**config.mk**
```make
export PLATFORM = sky130hd
export DESIGN_NAME = event_priority_vectoring
export DESIGN_NICKNAME = d
export VERILOG_FILES = /design/src/logic/evt_vec_pkg.sv /design/src/logic/event_rank_select.sv /design/src/logic/event_priority_vectoring.sv
export VERILOG_INCLUDE_DIRS = /design/src /design/src/logic
export SDC_FILE = /design/constraint.sdc
export NUM_CORES = 1
export LEC_CHECK = 0
export ABC_CLOCK_PERIOD_IN_PS = 5220
export BUFFER_PORTS_ARGS = -buffer_cell sky130_fd_sc_hd__clkbuf_2
export CORE_AREA = 5 5 148 150
export CTS_BUF_LIST = sky130_fd_sc_hd__clkbuf_4 sky130_fd_sc_hd__clkbuf_8
export DETAILED_ROUTE_END_ITERATION = 12
export DIE_AREA = 0 0 153 155
export MAX_ROUTING_LAYER = met4
export PLACE_DENSITY = 0.83
export SLEW_MARGIN = 15
export SYNTH_ARGS = -nofsm -noshare
export SYNTH_HDL_FRONTEND = slang
export SYNTH_SLANG_ARGS = --single-unit
```
**constraint.sdc**
```tcl
create_clock -name clk_sys_i -period 5.22 [get_ports clk_sys_i]
set_input_delay 0.783 -clock clk_sys_i [delete_from_list [all_inputs] [get_ports clk_sys_i]]
set_output_delay 0.783 -clock clk_sys_i [all_outputs]
set_load 0.005 [all_outputs]
```
**src/logic/event_vectoring_defines.svh**
```systemverilog
/*
  Constants of the event priority and vectoring unit: boot address, handler
  offsets, rank positions, mask bit positions, reset values and counts.
  Assumes it is included by its bare name wherever a constant is needed.
*/
`ifndef EVENT_VECTORING_DEFINES_SVH
`define EVENT_VECTORING_DEFINES_SVH

// -----------------------------------------------------------------------------
// Addresses and widths
// -----------------------------------------------------------------------------
`define BOOT_ADDR 32'h8000_0000
`define EVT_COUNT 28
`define OFS_WIDTH 14
`define SCALL_PC_STEP 32'h0000_0002
`define FLUSH_CYCLES 2'h2

// -----------------------------------------------------------------------------
// Rank positions, bit index equals the rank value
// -----------------------------------------------------------------------------
`define RK_RESET 5'h00
`define RK_DEBUG 5'h01
`define RK_UNRECOV 5'h02
`define RK_MULTI_HIT 5'h03
`define RK_BUS_DATA 5'h04
`define RK_BUS_INSTR 5'h05
`define RK_NMI 5'h06
`define RK_INT3 5'h07
`define RK_INT0 5'h0a
`define RK_INSTR_ADDR 5'h0b
`define RK_IMISS 5'h0c
`define RK_IPROT 5'h0d
`define RK_BKPT 5'h0e
`define RK_ILLEGAL 5'h0f
`define RK_UNIMPL 5'h10
`define RK_PRIV 5'h11
`define RK_FLOAT 5'h12
`define RK_COPROC 5'h13
`define RK_SCALL 5'h14
`define RK_DADDR_RD 5'h15
`define RK_DADDR_WR 5'h16
`define RK_DMISS_RD 5'h17
`define RK_DMISS_WR 5'h18
`define RK_DPROT_RD 5'h19
`define RK_DPROT_WR 5'h1a
`define RK_DMOD 5'h1b

// -----------------------------------------------------------------------------
// Handler offsets from the vector base
// -----------------------------------------------------------------------------
`define OFS_UNRECOV 14'h0000
`define OFS_MULTI_HIT 14'h0004
`define OFS_BUS_DATA 14'h0008
`define OFS_BUS_INSTR 14'h000c
`define OFS_NMI 14'h0010
`define OFS_INSTR_ADDR 14'h0014
`define OFS_IPROT 14'h0018
`define OFS_BKPT 14'h001c
`define OFS_ILLEGAL 14'h0020
`define OFS_UNIMPL 14'h0024
`define OFS_PRIV 14'h0028
`define OFS_FLOAT 14'h002c
`define OFS_COPROC 14'h0030
`define OFS_DADDR_RD 14'h0034
`define OFS_DADDR_WR 14'h0038
`define OFS_DPROT_RD 14'h003c
`define OFS_DPROT_WR 14'h0040
`define OFS_DMOD 14'h0044
`define OFS_IMISS 14'h0050
`define OFS_DMISS_RD 14'h0060
`define OFS_DMISS_WR 14'h0070
`define OFS_SCALL 14'h0100

// -----------------------------------------------------------------------------
// Mask bits
// -----------------------------------------------------------------------------
`define MASK_WIDTH 7
`define MB_EM 4
`define MB_GM 5
`define MB_DM 6
`define MASK_RESET 7'h3f

`endif

```
**src/logic/evt_vec_pkg.sv**
```systemverilog
/*
  Types of the event priority and vectoring unit.
  Assumes the defines header sits beside it on the include path.
*/
`include "event_vectoring_defines.svh"

package evt_vec_pkg;

  // ---------------------------------------------------------------------------
  // Types
  // ---------------------------------------------------------------------------
  typedef enum logic [1:0] {S_BOOT, S_IDLE, S_HOLD} fsm_t;

  // One pipeline stage: its instruction and the events it raised.
  typedef struct packed {
    logic valid;
    logic [31:0] pc;
    logic [`EVT_COUNT-1:0] events;
  } stage_evt_t;

  // State of the unit apart from the accepted stage index.
  typedef struct packed {
    fsm_t fsm;
    logic [`MASK_WIDTH-1:0] mask;
    logic redirect;
    logic [31:0] target;
    logic [31:0] ret_addr;
    logic [4:0] rank;
    logic [1:0] hold;
  } vec_state_t;

endpackage

```
**src/logic/event_rank_select.sv**
```systemverilog
/*
  Picks the best ranked event out of one event vector.
  Assumes bit zero is the highest rank and the vector is already masked.
*/
`timescale 1ns/10ps

module event_rank_select
  import evt_vec_pkg::*;
(
  input wire logic [`EVT_COUNT-1:0] events_i,
  output logic found_o,
  output logic [4:0] rank_o
);

  // ---------------------------------------------------------------------------
  // Priority encoder
  // ---------------------------------------------------------------------------
  // Scans from the lowest rank upward so the best rank is written last.
  always_comb begin
    found_o = |events_i;
    rank_o = 5'h00;
    for (int i = `EVT_COUNT - 1; i >= 0; i--) begin
      if (events_i[i]) begin
        rank_o = 5'(i);
      end
    end
  end

endmodule

```
**src/logic/event_priority_vectoring.sv**
```systemverilog
/*
  Event arbitration and handler address generation for the core.
  Assumes stage requests, interrupt requests and offsets come from logic on
  the core clock and stay asserted until accepted; the fetch stage takes the
  redirect pulse and flushes the pipeline within the hold window.
*/
`timescale 1ns/10ps

module event_priority_vectoring
  import evt_vec_pkg::*;
#(
  parameter int NUM_STAGES = 3,
  localparam int STW = (NUM_STAGES > 1) ? $clog2(NUM_STAGES) : 1
)
(
  input wire logic clk_sys_i,
  input wire logic sys_rst_i,
  input wire stage_evt_t [NUM_STAGES-1:0] stage_i,
  input wire logic debug_stop_i,
  input wire logic [31:0] debug_addr_i,
  input wire logic nmi_i,
  input wire logic [3:0] int_req_i,
  input wire logic [`OFS_WIDTH-1:0] int_offset_i,
  input wire logic [31:0] event_vector_base_i,
  input wire logic [31:0] first_pending_pc_i,
  input wire logic [`MASK_WIDTH-1:0] mask_clear_i,
  output logic redirect_o,
  output logic [31:0] target_o,
  output logic [31:0] ret_addr_o,
  output logic [4:0] accept_rank_o,
  output logic [STW-1:0] accept_stage_o,
  output logic [`MASK_WIDTH-1:0] mask_o
);

  // ---------------------------------------------------------------------------
  // Lookup functions
  // ---------------------------------------------------------------------------
  // Fixed handler offset of each rank; each exception has its own slot.
  function automatic logic [`OFS_WIDTH-1:0] rank_offset(input logic [4:0] rank);
    logic [`OFS_WIDTH-1:0] ofs;
    ofs = `OFS_UNRECOV;
    case (rank)
      `RK_UNRECOV: ofs = `OFS_UNRECOV;
      `RK_MULTI_HIT: ofs = `OFS_MULTI_HIT;
      `RK_BUS_DATA: ofs = `OFS_BUS_DATA;
      `RK_BUS_INSTR: ofs = `OFS_BUS_INSTR;
      `RK_NMI: ofs = `OFS_NMI;
      `RK_INSTR_ADDR: ofs = `OFS_INSTR_ADDR;
      `RK_IMISS: ofs = `OFS_IMISS;
      `RK_IPROT: ofs = `OFS_IPROT;
      `RK_BKPT: ofs = `OFS_BKPT;
      `RK_ILLEGAL: ofs = `OFS_ILLEGAL;
      `RK_UNIMPL: ofs = `OFS_UNIMPL;
      `RK_PRIV: ofs = `OFS_PRIV;
      `RK_FLOAT: ofs = `OFS_FLOAT;
      `RK_COPROC: ofs = `OFS_COPROC;
      `RK_SCALL: ofs = `OFS_SCALL;
      `RK_DADDR_RD: ofs = `OFS_DADDR_RD;
      `RK_DADDR_WR: ofs = `OFS_DADDR_WR;
      `RK_DMISS_RD: ofs = `OFS_DMISS_RD;
      `RK_DMISS_WR: ofs = `OFS_DMISS_WR;
      `RK_DPROT_RD: ofs = `OFS_DPROT_RD;
      `RK_DPROT_WR: ofs = `OFS_DPROT_WR;
      `RK_DMOD: ofs = `OFS_DMOD;
      default: ofs = `OFS_UNRECOV;
    endcase
    return ofs;
  endfunction

  // True for ranks that return to the first non-completed instruction.
  function automatic logic ret_to_pending(input logic [4:0] rank);
    return (rank == `RK_DEBUG) || (rank == `RK_BKPT) ||
           ((rank >= `RK_BUS_DATA) && (rank <= `RK_INT0));
  endfunction

  // True for the four interrupt levels.
  function automatic logic is_int(input logic [4:0] rank);
    return (rank >= `RK_INT3) && (rank <= `RK_INT0);
  endfunction

  // Events that the present mask bits block; critical events never appear.
  function automatic logic [`EVT_COUNT-1:0] blocked(input logic [`MASK_WIDTH-1:0] m);
    logic [`EVT_COUNT-1:0] b;
    b = '0;
    b[`RK_DEBUG] = m[`MB_DM];
    for (int n = 0; n < 4; n++) begin
      b[`RK_INT0 - 5'(n)] = m[n] | m[`MB_GM];
    end
    return b;
  endfunction

  // Mask bits set on acceptance: a level and all below it for an interrupt, bits 0 to 5 otherwise; only DM for a debug stop; none for a supervisor call.
  function automatic logic [`MASK_WIDTH-1:0] accept_mask(input logic [4:0] rank);
    logic [`MASK_WIDTH-1:0] s;
    s = '0;
    if (rank == `RK_DEBUG) begin
      s[`MB_DM] = 1'b1;
    end else if (is_int(rank)) begin
      for (int n = 0; n < 4; n++) begin
        s[n] = (5'(n) <= (`RK_INT0 - rank));
      end
    end else if (rank != `RK_SCALL) begin
      s = ~`MASK_RESET ^ {`MASK_WIDTH{1'b1}};
    end
    return s;
  endfunction

  // ---------------------------------------------------------------------------
  // Stage arbitration
  // ---------------------------------------------------------------------------
  vec_state_t st;
  vec_state_t next_st;
  logic [STW-1:0] oldest_valid;
  logic [STW-1:0] sel_stage;
  logic [NUM_STAGES-1:0][`EVT_COUNT-1:0] vec;
  logic [`EVT_COUNT-1:0] async_vec;
  logic [`EVT_COUNT-1:0] sel_vec;
  logic sel_found;
  logic [4:0] sel_rank;

  // Asynchronous requests belong to the first non-completed instruction.
  always_comb begin
    async_vec = '0;
    async_vec[`RK_DEBUG] = debug_stop_i;
    async_vec[`RK_NMI] = nmi_i;
    for (int n = 0; n < 4; n++) begin
      async_vec[`RK_INT0 - 5'(n)] = int_req_i[n];
    end
  end

  // The highest stage index holds the instruction issued earliest.
  always_comb begin
    oldest_valid = STW'(NUM_STAGES - 1);
    for (int s = 0; s < NUM_STAGES; s++) begin
      if (stage_i[s].valid) begin
        oldest_valid = STW'(s);
      end
    end
  end

  // Builds masked per-stage vectors and picks the oldest stage with work.
  always_comb begin
    sel_stage = '0;
    for (int s = 0; s < NUM_STAGES; s++) begin
      vec[s] = stage_i[s].valid ? stage_i[s].events : '0;
      if (STW'(s) == oldest_valid) begin
        vec[s] = vec[s] | async_vec;
      end
      vec[s][`RK_RESET] = 1'b0;
      vec[s][`RK_FLOAT] = 1'b0;
      vec[s][`RK_DMOD] = 1'b0;
      vec[s] = vec[s] & ~blocked(st.mask);
      if (|vec[s]) begin
        sel_stage = STW'(s);
      end
    end
    sel_vec = vec[sel_stage];
  end

  event_rank_select u_rank (
    .events_i(sel_vec),
    .found_o(sel_found),
    .rank_o(sel_rank)
  );

  // ---------------------------------------------------------------------------
  // Control state
  // ---------------------------------------------------------------------------
  logic [STW-1:0] next_stage;
  logic [STW-1:0] stage_q;

  // Forms the next state; a mask set in the same cycle as a clear wins.
  always_comb begin
    next_st = st;
    next_stage = stage_q;
    next_st.redirect = 1'b0;
    next_st.mask = st.mask & ~mask_clear_i;
    case (st.fsm)
      S_BOOT: begin
        next_st.redirect = 1'b1;
        next_st.target = `BOOT_ADDR;
        next_st.rank = `RK_RESET;
        next_st.ret_addr = '0;
        next_st.hold = `FLUSH_CYCLES;
        next_st.fsm = S_HOLD;
      end
      S_IDLE: begin
        if (sel_found) begin
          next_st.redirect = 1'b1;
          next_st.rank = sel_rank;
          next_stage = sel_stage;
          if (sel_rank == `RK_DEBUG) begin
            next_st.target = debug_addr_i;
          end else if (is_int(sel_rank)) begin
            next_st.target = event_vector_base_i |
                             {18'h0_0000, int_offset_i};
          end else begin
            next_st.target = event_vector_base_i |
                             {18'h0_0000, rank_offset(sel_rank)};
          end
          if (ret_to_pending(sel_rank)) begin
            next_st.ret_addr = first_pending_pc_i;
          end else if (sel_rank == `RK_SCALL) begin
            next_st.ret_addr = stage_i[sel_stage].pc + `SCALL_PC_STEP;
          end else begin
            next_st.ret_addr = stage_i[sel_stage].pc;
          end
          next_st.mask = next_st.mask | accept_mask(sel_rank);
          next_st.hold = `FLUSH_CYCLES;
          next_st.fsm = S_HOLD;
        end
      end
      S_HOLD: begin
        next_st.hold = st.hold - 2'h1;
        if (st.hold == 2'h1) begin
          next_st.fsm = S_IDLE;
        end
      end
      default: begin
        next_st.fsm = S_BOOT;
      end
    endcase
  end

  // Reset wins over every event and restarts at the boot address.
  always_ff @(posedge clk_sys_i) begin
    if (sys_rst_i) begin
      st <= '{fsm: S_BOOT, mask: `MASK_RESET, redirect: 1'b0, target: '0,
              ret_addr: '0, rank: `RK_RESET, hold: 2'h0};
      stage_q <= '0;
    end else begin
      st <= next_st;
      stage_q <= next_stage;
    end
  end

  // Outputs come straight from the state register.
  assign redirect_o = st.redirect;
  assign target_o = st.target;
  assign ret_addr_o = st.ret_addr;
  assign accept_rank_o = st.rank;
  assign accept_stage_o = stage_q;
  assign mask_o = st.mask;

  // ---------------------------------------------------------------------------
  // Assertions
  // ---------------------------------------------------------------------------
  boot_fetch_a: assert property (@(posedge clk_sys_i) disable iff (sys_rst_i)
    $past(sys_rst_i) |-> ##1 (redirect_o && target_o == `BOOT_ADDR))
    else $error("Boot redirect missing after reset.");

  scall_target_a: assert property (@(posedge clk_sys_i) disable iff (sys_rst_i)
    (redirect_o && accept_rank_o == `RK_SCALL) |->
      target_o == ($past(event_vector_base_i) | 32'h0000_0100))
    else $error("Supervisor call target wrong.");

  int_target_a: assert property (@(posedge clk_sys_i) disable iff (sys_rst_i)
    (redirect_o && is_int(accept_rank_o)) |->
      target_o == ($past(event_vector_base_i) | {18'h0_0000, $past(int_offset_i)}))
    else $error("Interrupt target wrong.");

  unused_slot_a: assert property (@(posedge clk_sys_i) disable iff (sys_rst_i)
    redirect_o |-> (accept_rank_o != `RK_FLOAT && accept_rank_o != `RK_DMOD))
    else $error("Unused exception slot raised.");

  oldest_first_a: assert property (@(posedge clk_sys_i) disable iff (sys_rst_i)
    (redirect_o && accept_rank_o >= `RK_INSTR_ADDR && accept_stage_o == '0 &&
     $past(stage_i[NUM_STAGES-1].valid) && NUM_STAGES > 1) |->
      ($past(stage_i[NUM_STAGES-1].events) & ~28'h804_0001) == '0)
    else $error("Younger instruction served before older one.");

  int_mask_a: assert property (@(posedge clk_sys_i) disable iff (sys_rst_i)
    (redirect_o && accept_rank_o == `RK_INT3) |-> mask_o[3:0] == 4'hf)
    else $error("Interrupt levels not masked on acceptance.");

  nmi_taken_a: assert property (@(posedge clk_sys_i) disable iff (sys_rst_i)
    (st.fsm == S_IDLE && nmi_i) |=> (redirect_o && accept_rank_o <= `RK_NMI))
    else $error("NMI not accepted.");

  rank_order_a: assert property (@(posedge clk_sys_i) disable iff (sys_rst_i)
    (st.fsm == S_IDLE && sel_vec[`RK_UNRECOV]) |=> accept_rank_o <= `RK_UNRECOV)
    else $error("Lower ranked event beat unrecoverable fault.");

  bus_return_a: assert property (@(posedge clk_sys_i) disable iff (sys_rst_i)
    (redirect_o && accept_rank_o == `RK_BUS_DATA) |->
      ret_addr_o == $past(first_pending_pc_i))
    else $error("Bus error return address wrong.");

  flush_gap_a: assert property (@(posedge clk_sys_i) disable iff (sys_rst_i)
    redirect_o |=> !redirect_o ##1 !redirect_o)
    else $error("Redirects closer than the flush window.");

  debug_target_a: assert property (@(posedge clk_sys_i) disable iff (sys_rst_i)
    (redirect_o && accept_rank_o == `RK_DEBUG) |-> target_o == $past(debug_addr_i))
    else $error("Debug stop target wrong.");

  exc_mask_a: assert property (@(posedge clk_sys_i) disable iff (sys_rst_i)
    (redirect_o && accept_rank_o == `RK_ILLEGAL) |-> mask_o[5:0] == 6'h3f)
    else $error("Exception acceptance left mask bits clear.");

endmodule

```
==> results of run 1 <==
[state kept, by name (all words and copies together) (netlist names)]
signal	count
mask_o	7
redirect_o	1
st	4
target_o	32
accept_rank_o	5
accept_stage_o	2
ret_addr_o	32
[worst min-delay path, cell delays in order, from the launching register on]
cell                      delay, ns
sky130_fd_sc_hd__dfxtp_1       0.32
sky130_fd_sc_hd__nand2_1       0.05
sky130_fd_sc_hd__o21ai_1       0.05
[layout by cell type (no fill, tap or decap), types with 13 or more instances in the layout]
cell type / n
sky130_fd_sc_hd__a22oi_1: 32
sky130_fd_sc_hd__mux2i_1: 34
sky130_fd_sc_hd__buf_4: 110
sky130_fd_sc_hd__nand3_1: 40
sky130_fd_sc_hd__inv_1: 27
sky130_fd_sc_hd__a31oi_1: 45
sky130_fd_sc_hd__o211ai_1: 15
sky130_fd_sc_hd__a32oi_1: 14
sky130_fd_sc_hd__a21oi_1: 37
sky130_fd_sc_hd__clkbuf_2: 377
sky130_fd_sc_hd__and2_1: 13
sky130_fd_sc_hd__nand4_1: 18
sky130_fd_sc_hd__xnor2_1: 20
sky130_fd_sc_hd__a21o_1: 13
sky130_fd_sc_hd__o41ai_1: 13
sky130_fd_sc_hd__and3_1: 14
sky130_fd_sc_hd__nand2_1: 142
sky130_fd_sc_hd__o21ai_1: 25
sky130_fd_sc_hd__nor4_1: 17
sky130_fd_sc_hd__nor2_1: 102
sky130_fd_sc_hd__dfxtp_1: 83
sky130_fd_sc_hd__o21ai_0: 47
[layout make-up]
| cell class | count | share of cell area, % |
|---|---|---|
| sequential | 83 | 15.2 |
| multi-input combinational | 888 | 53.1 |
| inverter | 27 | 0.925 |
| clock inverter | 7 | 0.537 |
| tap | 275 | 3.14 |
| timing repair buffer | 494 | 26.0 |
| clock buffer | 9 | 1.13 |
[how the worst max path moves through the flow]
stage,startpoint,end,slack (ns),depth (start not counted)
floorplan,stage_i[124],ret_addr_o[7]$_SDFFE_PP0P_,0.12,20
global placement,stage_i[124],ret_addr_o[5]$_SDFFE_PP0P_,-0.07,21
detailed placement,stage_i[124],ret_addr_o[5]$_SDFFE_PP0P_,-0.12,21
CTS,stage_i[124],ret_addr_o[5]$_SDFFE_PP0P_,0.30,21
global route,stage_i[124],ret_addr_o[5]$_SDFFE_PP0P_,0.008,21
finish,stage_i[124],ret_addr_o[5]$_SDFFE_PP0P_,0.26,21
[power by group]
group	switching (uW)	leakage [uW]	internal, uW
Clock	282	0.0000925	182
Combinational	509	0.00423	419
Sequential	8.47	0.000672	643
Total	800	0.00499	1240
[metal layers]
layer / track usage, % / part of all wire [%] / vias to the layer above
met3: 5.37 / 7.7 / 96
met5: - / 0 / -
li1: - / - / 4964
met2: 46.8 / 49 / 538
met1: 33.0 / 40 / 4846
met4: 10.2 / 3.7 / 0
[stage by stage]
step                TNS, ns  cells  hold slack [ns]  setup slack (ns)  power [uW]
floorplan                 0   1153            0.426             0.118        1200
finish                    0   1783            0.453             0.258        2040
global placement    -0.0883   1766            0.434           -0.0708        1560
detailed placement   -0.654   1766            0.443            -0.115        1580
global route              0   1783            0.483           0.00809        2150
CTS                       0   1782            0.456             0.302        2040
[cell families after synthesis]
family / share of synthesized area [%]
simple gates: 24.1
compound gates: 32.0
buf+inv: 12.9
flops: 19.5
mux: 6.50
xor+xnor: 3.29
fa+ha+maj: 1.76
[repair_timing]
action,in CTS,in global routing
resized for setup,0,2
setup endpoints to repair,0,8
buffers inserted,0,1
==> summary by stage, run 1 <==
Run status
The run finished with clean final reports.

STA
The total count of max-transition violations in the final report came to 0. Setup violations remaining at the end of the flow were counted as 0. The shortest clock period the worst path allows after layout is 4.96 ns. Dividing the final minimum period by the clock period gives a little over nine tenths. The number of endpoints with negative hold slack in the final report was 0. Based on the critical path, the design can be clocked at up to 0.202 GHz. For the pin with the worst max-slew slack, the measured transition is 0.904 ns.

The worst clock skew on the final layout is roughly 0.014 ns. Setup repair after global routing left no endpoint under its margin. The worst max-slew margin expressed relative to the limit is ~39%.

CTS
In this run the number of H-tree levels came out at 3. The TritonCTS clock tree is built. The number of buffers inserted for hold repair after clock tree synthesis is 0. The number of buffers created by CTS is 9. The clock-pin slew on the worst setup and hold paths is 0.10 ns. The maximum root-to-sink buffer count is 2. The buffer cell driving the clock tree root is sky130_fd_sc_hd__clkbuf_8. For the worst-skew pair, the clock arrives at the later sink with an insertion delay of 0.37 ns. The sink count of the clock tree is a little over 80.

Place
Port buffering added 377 buffers. Once detailed placement completed, the half-perimeter wirelength came to roughly 28 mm. Summing all placed instances gives a cell area of 10,800 um^2. The final RePlAce weighted congestion is 0.962.

Detailed routing
The count of antenna-violating nets left after detailed routing is 0. The residual DRC count is 0. For this run, the detailed router's first-pass iteration total came to 7. The detailed router finished its first iteration with slightly above 900 violations. In the final routed layout, each cell accounts on average for about 19 um.

The total length of routed wires is around 34 mm. The average vias per placed instance is ~5.9. For this block, the via count after detailed routing is 10,400.

Critical path
The critical path startpoint category is an input pin. The startpoint of the worst-slack reg-to-reg timing path is mask_o[5]$_SDFF_PP1_. The critical path in this run is classified as in -> reg. The worst-path maximum fanout is 10. For this design, the slowest cell found on the critical path is sky130_fd_sc_hd__or4_1.

Measured in cells, the most critical reg-to-reg path has a length of 24. On the worst path, the slowest cell contributes a delay of around 0.58 ns. The cell repeated most along the worst path is sky130_fd_sc_hd__buf_4. Traced cell by cell, the critical path runs through clkbuf_2, or4_1, o41a_1, nor4_4, nand2_2, buf_12, a21oi_1, a211oi_1, nor4b_1, buf_4, o2111ai_1, nand2_1, inv_1, ha_1, o2111ai_2, buf_4, nor3_4, a2111oi_0, a31oi_1, o311ai_0, o21ai_0.

The critical path contains buffers and inverters numbering 5 combined. STA classifies the critical path endpoint as a register. The worst flop-to-flop path endpoint is ret_addr_o[6]$_SDFFE_PP0P_. The data arrival time of the critical path is 5.22 ns. The cell type group with the largest total delay on the critical path is compound AO/OA/AOI/OAI gates. The worst-case register-to-register setup slack is 0.55 ns.

At the worst endpoint, the required time is about 5.5 ns.

Yosys
After technology mapping, the gate count stands at 1,153. Summed over all instances, the cell type with the most area after synthesis is sky130_fd_sc_hd__dfxtp_1. Yosys attributes the largest share of cell area to sky130_fd_sc_hd__dfxtp_1, sky130_fd_sc_hd__buf_4, sky130_fd_sc_hd__nand2_1.

Each instance of the synthesized netlist takes up on average 7.40 um^2. The share of synthesized flip-flops with an asynchronous set or reset is 0%. The net count of the mapped netlist is 1,473.

Yosys mapped a number of flops with a built-in enable equal to 0. Summing the sequential cell areas from Yosys gives approximately 20% of the chip area. The most common cell in the netlist is sky130_fd_sc_hd__nand2_1. The area share of the largest cell type after synthesis is approximately a fifth. Ranked by instance count, the synthesized netlist is headed by sky130_fd_sc_hd__nand2_1, sky130_fd_sc_hd__nor2_1, sky130_fd_sc_hd__dfxtp_1, sky130_fd_sc_hd__buf_4, sky130_fd_sc_hd__o21ai_0. In this run, distinct cell masters in the synthesized netlist total 93. After synthesis the netlist holds a flip-flop and latch count of 83. The cell area after technology mapping is 8530 um^2. Yosys printed 0 warnings.

Among all flip-flop cells after synthesis, the most frequent one is sky130_fd_sc_hd__dfxtp_1.

Global routing
The largest net degree at the start of global routing is 53. The number of global-route vias before repair is 9,874. The first global-routing pass estimated 52.5 mm of wire. The total overflow left after global routing is 0. The number of antenna violations at the first check in global routing was 0. For this run, the total global-route usage over all layers was measured as 27.7%.

Die
The die covers 23,700 um^2. around 390 I/O pins were placed. From bottom edge to top edge, the die measures 155 um.

The starting utilization of the core area is 41.5%. The floorplan has 53 rows. Measured along the x axis, the die boundary spans 153 um. The core box area is just over 20,000 um^2.

Layout
After routing the design area is 11,000 um^2. The area used by sequential logic in the layout is 1660 um^2. Cells fill 53.3% of the core in the end. The antenna diode instance count is 0.

The area growth from synthesis to final layout is 28.4%. For this run, the post-layout net count is approximately 1,800. The number of fillers in the final layout is 1,968. The footprint of the multi-input gates is 5810 um^2.

The share of layout cells above drive strength 1 is 37.3%.

Hold path
The count of cells along the worst hold path is 2. The beginning of the worst hold path is ret_addr_o[4]$_SDFFE_PP0P_. The min-delay analysis places its worst path in the category reg -> reg. The worst hold endpoint is ret_addr_o[4]$_SDFFE_PP0P_.

Job
Max-cap violations in this run came to 0.

Power
The analysis attributes to cell leakage a power of 0.00499 uW. The maximum resistive drop on vdd is 0.000101 V. The total power divided by cell area is about 190 nW/um^2.
(Power assumes the default switching activity.)
==> run 2: changes to the inputs <==
- ABC_AREA: unset -> 1
- CORE_AREA: 5 5 148 150 -> 5 5 145 147
- DIE_AREA: 0 0 153 155 -> 0 0 150 152
- PLACE_DENSITY: 0.83 -> 0.82
==> run 2 against run 1 <==
Net effect: synthesized area fell by 6.1%; fmax rose by 2.6%; synthesized cell count rose by 20%; sequential power rose by 26%; final area fell by 3.8%; total power rose by 31%; clock skew rose by 0.0034 ns; largest cell class unchanged.
==> summary by stage, run 2 <==
Run status
Run status: finished, final reports clean (unchanged).

Yosys
The share of synthesized flip-flops with an asynchronous set or reset is 0% (unchanged). The mean cell area of the mapped netlist is 5.81 um^2 (was 7.40 um^2). Cells taking the most area after synthesis: sky130_fd_sc_hd__dfxtp_1, sky130_fd_sc_hd__nand2_1, sky130_fd_sc_hd__nand3_1 (was sky130_fd_sc_hd__dfxtp_1, sky130_fd_sc_hd__buf_4, sky130_fd_sc_hd__nand2_1). The cell taking the most area after synthesis is sky130_fd_sc_hd__dfxtp_1 (unchanged).

Most frequent cells after synthesis: sky130_fd_sc_hd__nand2_1, sky130_fd_sc_hd__nand3_1, sky130_fd_sc_hd__inv_1, sky130_fd_sc_hd__nor2_1, sky130_fd_sc_hd__dfxtp_1 (was sky130_fd_sc_hd__nand2_1, sky130_fd_sc_hd__nor2_1, sky130_fd_sc_hd__dfxtp_1, sky130_fd_sc_hd__buf_4, sky130_fd_sc_hd__o21ai_0). The most common cell in the netlist is sky130_fd_sc_hd__nand2_1 (unchanged). The area share of the largest cell type after synthesis is 20.8% (was 19.5%).

The count of flip-flops with a built-in enable after synthesis was 0 (unchanged). The dominant register cell in the synthesized netlist is sky130_fd_sc_hd__dfxtp_1 (unchanged). The number of instances in the synthesized netlist is 1,379 (was 1,153). The net count of the mapped netlist is 1,699 (was 1,473). The sequential element share of the synthesized area is 20.8% (was 19.5%). The count of unique library cells instantiated by Yosys is 50 (was 93). The cell area after technology mapping came to 8010 um^2 (was 8530 um^2). The register bit count reported by yosys is 83 (unchanged).

The number of warnings issued by yosys is 0 (unchanged).

Global routing
The global routing's busiest layer is met2 (unchanged). The number of global-route vias before repair is 9,059 (was 9,874). The met1 global-route usage is 32.1% (was 33.0%). The number of antenna violations at the first check in global routing is 0 (unchanged). The global routing usage on met2 was 40.9% (was 46.8%). The total global-route track usage is 24.7% (was 27.7%). The met3 demand-to-capacity share in global routing came to 3.54% (was 5.37%). The largest net degree at the start of global routing is 71 (was 53). The first-pass GRT wire length is 45.1 mm (was 52.5 mm). The sum of overflow across all layers after global routing is 0 (unchanged).

Layout
Commonest cells after routing, fill and taps aside: sky130_fd_sc_hd__nand2_1, sky130_fd_sc_hd__clkbuf_2, sky130_fd_sc_hd__nand3_1 (was sky130_fd_sc_hd__clkbuf_2, sky130_fd_sc_hd__nand2_1, sky130_fd_sc_hd__buf_4). The most common cell after layout, fill and taps aside was sky130_fd_sc_hd__nand2_1 (was sky130_fd_sc_hd__clkbuf_2). The share of layout cells above drive strength 1 is 33.9% (was 37.3%).

The post-route core utilization is 53.3% (about the same). The antenna diode instance count came to 0 (unchanged). The net total in the final layout is 2,030 (was 1,823). The count of non-filler cells in the finished layout came to 1,985 (was 1,783). The area growth from synthesis to final layout was 31.6% (was 28.4%).

Detailed routing
The count of antenna-violating nets left after detailed routing was 0 (unchanged). The number of DRC markers after the initial detailed-route iteration is 520 (was 915). The number of vias after detailed routing was 9,851 (was 10,400).

The average vias per placed instance is 4.96 (was 5.86). The number of detailed-routing iterations run before antenna repair is 5 (was 7). The residual DRC count is 0 (unchanged). The post-detailed-route wirelength per cell is 14.8 um (was 19.2 um). The total length of routed wires came to 29.3 mm (was 34.2 mm).

CTS
The buffer cell driving the clock tree root is sky130_fd_sc_hd__clkbuf_8 (unchanged). The number of H-tree levels is 3 (unchanged). The number of buffers created by CTS is 9 (unchanged). The clock-pin slew on the worst setup and hold paths is 0.09 ns (was 0.10 ns).

The maximum root-to-sink buffer count is 2 (unchanged). The TritonCTS clock tree was built (unchanged). The worst-skew pair later-pin latency came to 0.37 ns (about the same). The sink count of the clock tree was 83 (unchanged).

Critical path
The data arrival time of the critical path is 5.06 ns (was 5.22 ns). The count of buffering cells on the critical path with inverters included is 4 (was 5). The type of destination of the critical path is a register (unchanged). The cell type group with the largest total delay on the critical path is simple AND/OR/NAND/NOR gates (was compound AO/OA/AOI/OAI gates). The critical path class is in -> reg (unchanged). The worst-path maximum fanout is 10 (unchanged). The delay of the slowest cell on the worst path is 0.23 ns (was 0.58 ns). The cell repeated most along the worst path is sky130_fd_sc_hd__nand2_1 (was sky130_fd_sc_hd__buf_4). The worst-path cell with the longest stage delay was sky130_fd_sc_hd__nor3_4 (was sky130_fd_sc_hd__or4_1). The critical path startpoint category is an input pin (unchanged). The required time at the endpoint of the critical path is 5.44 ns (was 5.47 ns).

Die
The full die area is 22,800 um^2 (was 23,700 um^2). The core box area is 19,800 um^2 (was 20,600 um^2). The die height is 152 um (was 155 um). The top-level I/O count is 387 (unchanged). The width of the chip is 150 um (was 153 um). The starting utilization of the core area is 40.5% (was 41.5%). The placement row count is 52 (was 53).

Power
The total power divided by cell area came to 253 nW/um^2 (was 187 nW/um^2). The leakage power total came to 0.00550 uW (was 0.00499 uW). The maximum resistive drop on vdd is 0.000150 V (was 0.000101 V).

STA
The number of endpoints with negative hold slack in the final report is 0 (unchanged). The worst clock skew on the final layout came to 0.0177 ns (was 0.0143 ns). The shortest clock period the worst path allows after layout is 4.84 ns (was 4.96 ns). The final setup violation count was 0 (unchanged). The worst max-slew margin expressed relative to the limit came to 44.2% (was 39.4%). The final worst-path cycle share is 92.7% (was 95.1%). The highest clock rate was 0.207 GHz (was 0.202 GHz). The worst-case setup margin in the final layout is 0.383 ns (was 0.258 ns). The total count of max-transition violations in the final report is 0 (unchanged). The worst hold margin is 0.457 ns (was 0.453 ns).

The final setup TNS is 0 ns (unchanged). The pin slew with the least headroom to its limit is 0.838 ns (was 0.904 ns).

Job
The number of maximum-capacitance violations was 0 (unchanged).

Place
The final RePlAce weighted congestion is 0.936 (was 0.962). The total instance count after detailed placement is 1,956 (was 1,766). The number of I/O port buffers is 377 (unchanged). The sum of net half-perimeters after detailed placement is 23.8 mm (was 28.2 mm). The worst slack after detailed placement came to -0.117 ns (was -0.115 ns).

Hold path
The worst hold-check path type is reg -> reg (unchanged).
run 2: cell types whose count changed after synthesis, moves of 13 or more:
cell / before / now
sky130_fd_sc_hd__nand2_1: 142 / 427
sky130_fd_sc_hd__inv_1: 27 / 143
sky130_fd_sc_hd__nand3_1: 41 / 153
sky130_fd_sc_hd__a21oi_1: 37 / 78
sky130_fd_sc_hd__mux2i_1: 34 / 0
sky130_fd_sc_hd__a31oi_1: 45 / 13
sky130_fd_sc_hd__a22oi_1: 32 / 4
sky130_fd_sc_hd__a32oi_1: 14 / 0
sky130_fd_sc_hd__and2_1: 14 / 0
sky130_fd_sc_hd__and3_1: 14 / 0
sky130_fd_sc_hd__a21o_1: 13 / 0
sky130_fd_sc_hd__clkbuf_1: 43 / 30
sky130_fd_sc_hd__o41ai_1: 13 / 0
run 2: cells by family (layout without fill, tap and decap cells):
group / count (synthesis) / count (layout) / share of synthesized area (%)
xor+xnor: 28 / 28 / 3.06
simple gates: 757 / 758 / 41.3
fa+ha+maj: 12 / 12 / 1.88
mux: 1 / 1 / 0.141
compound gates: 197 / 197 / 14.0
flops: 83 / 83 / 20.8
buf+inv: 301 / 636 / 18.9
run 2: timing repair:
action,4_1_cts,5_1_grt
hold buffers,0,0
resized for setup,0,60
endpoints found under the setup margin,0,35
buffers inserted,0,7
run 2: power breakdown:
part / internal [uW] / leakage [uW] / total [uW] / switching (uW)
clock: 238 / 0.0000955 / 512 / 274
sequential: 754 / 0.000675 / 823 / 69.4
combinational: 545 / 0.00473 / 1330 / 789
run 2: layout make-up:
| class | instances | area, um^2 |
|---|---|---|
| tap | 270 | 338 |
| sequential | 83 | 1660 |
| fill | 2010 | 9240 |
| timing repair buffer | 460 | 2700 |
| multi-input combinational | 996 | 5030 |
| clock inverter | 6 | 70.1 |
| clock buffer | 10 | 138 |
| timing repair inverter | 1 | 5.00 |
| inverter | 159 | 604 |
run 2: worst paths after layout:
check	startpoint	depth (start not counted)	to	slack, ns
max	stage_i[121]	44	ret_addr_o[19]$_SDFFE_PP0P_	0.38
min	mask_o[4]$_SDFF_PP1_	2	mask_o[4]$_SDFF_PP1_	0.46
max reg2reg	mask_o[5]$_SDFF_PP1_	42	ret_addr_o[19]$_SDFFE_PP0P_	0.58
min reg2reg	mask_o[4]$_SDFF_PP1_	2	mask_o[4]$_SDFF_PP1_	0.46
run 2: metrics by stage:
| step | total power [uW] | area [um^2] |
|---|---|---|
| 4_1_cts | 2660 | 10200 |
| 6_report | 2670 | 10500 |
| 2_1_floorplan | 1680 | 8010 |
| 3_5_place_dp | 2140 | 9990 |
| 3_3_place_gp | 2120 | 9990 |
| 5_1_grt | 2880 | 10500 |
run 2: metal layers:
| layer | vias to the layer above | routed length (um) |
|---|---|---|
| li1 | 4987 | - |
| met1 | 4469 | 12900 |
| met2 | 361 | 14000 |
| met3 | 34 | 2040 |
| met4 | 0 | 406 |
| met5 | - | 0 |
run 2: tightest hold or removal path, delay by kind of cell (launching register included):
family           cells  cell delay (ns)
flip-flops           1             0.32
AND/OR/NAND/NOR      2             0.10
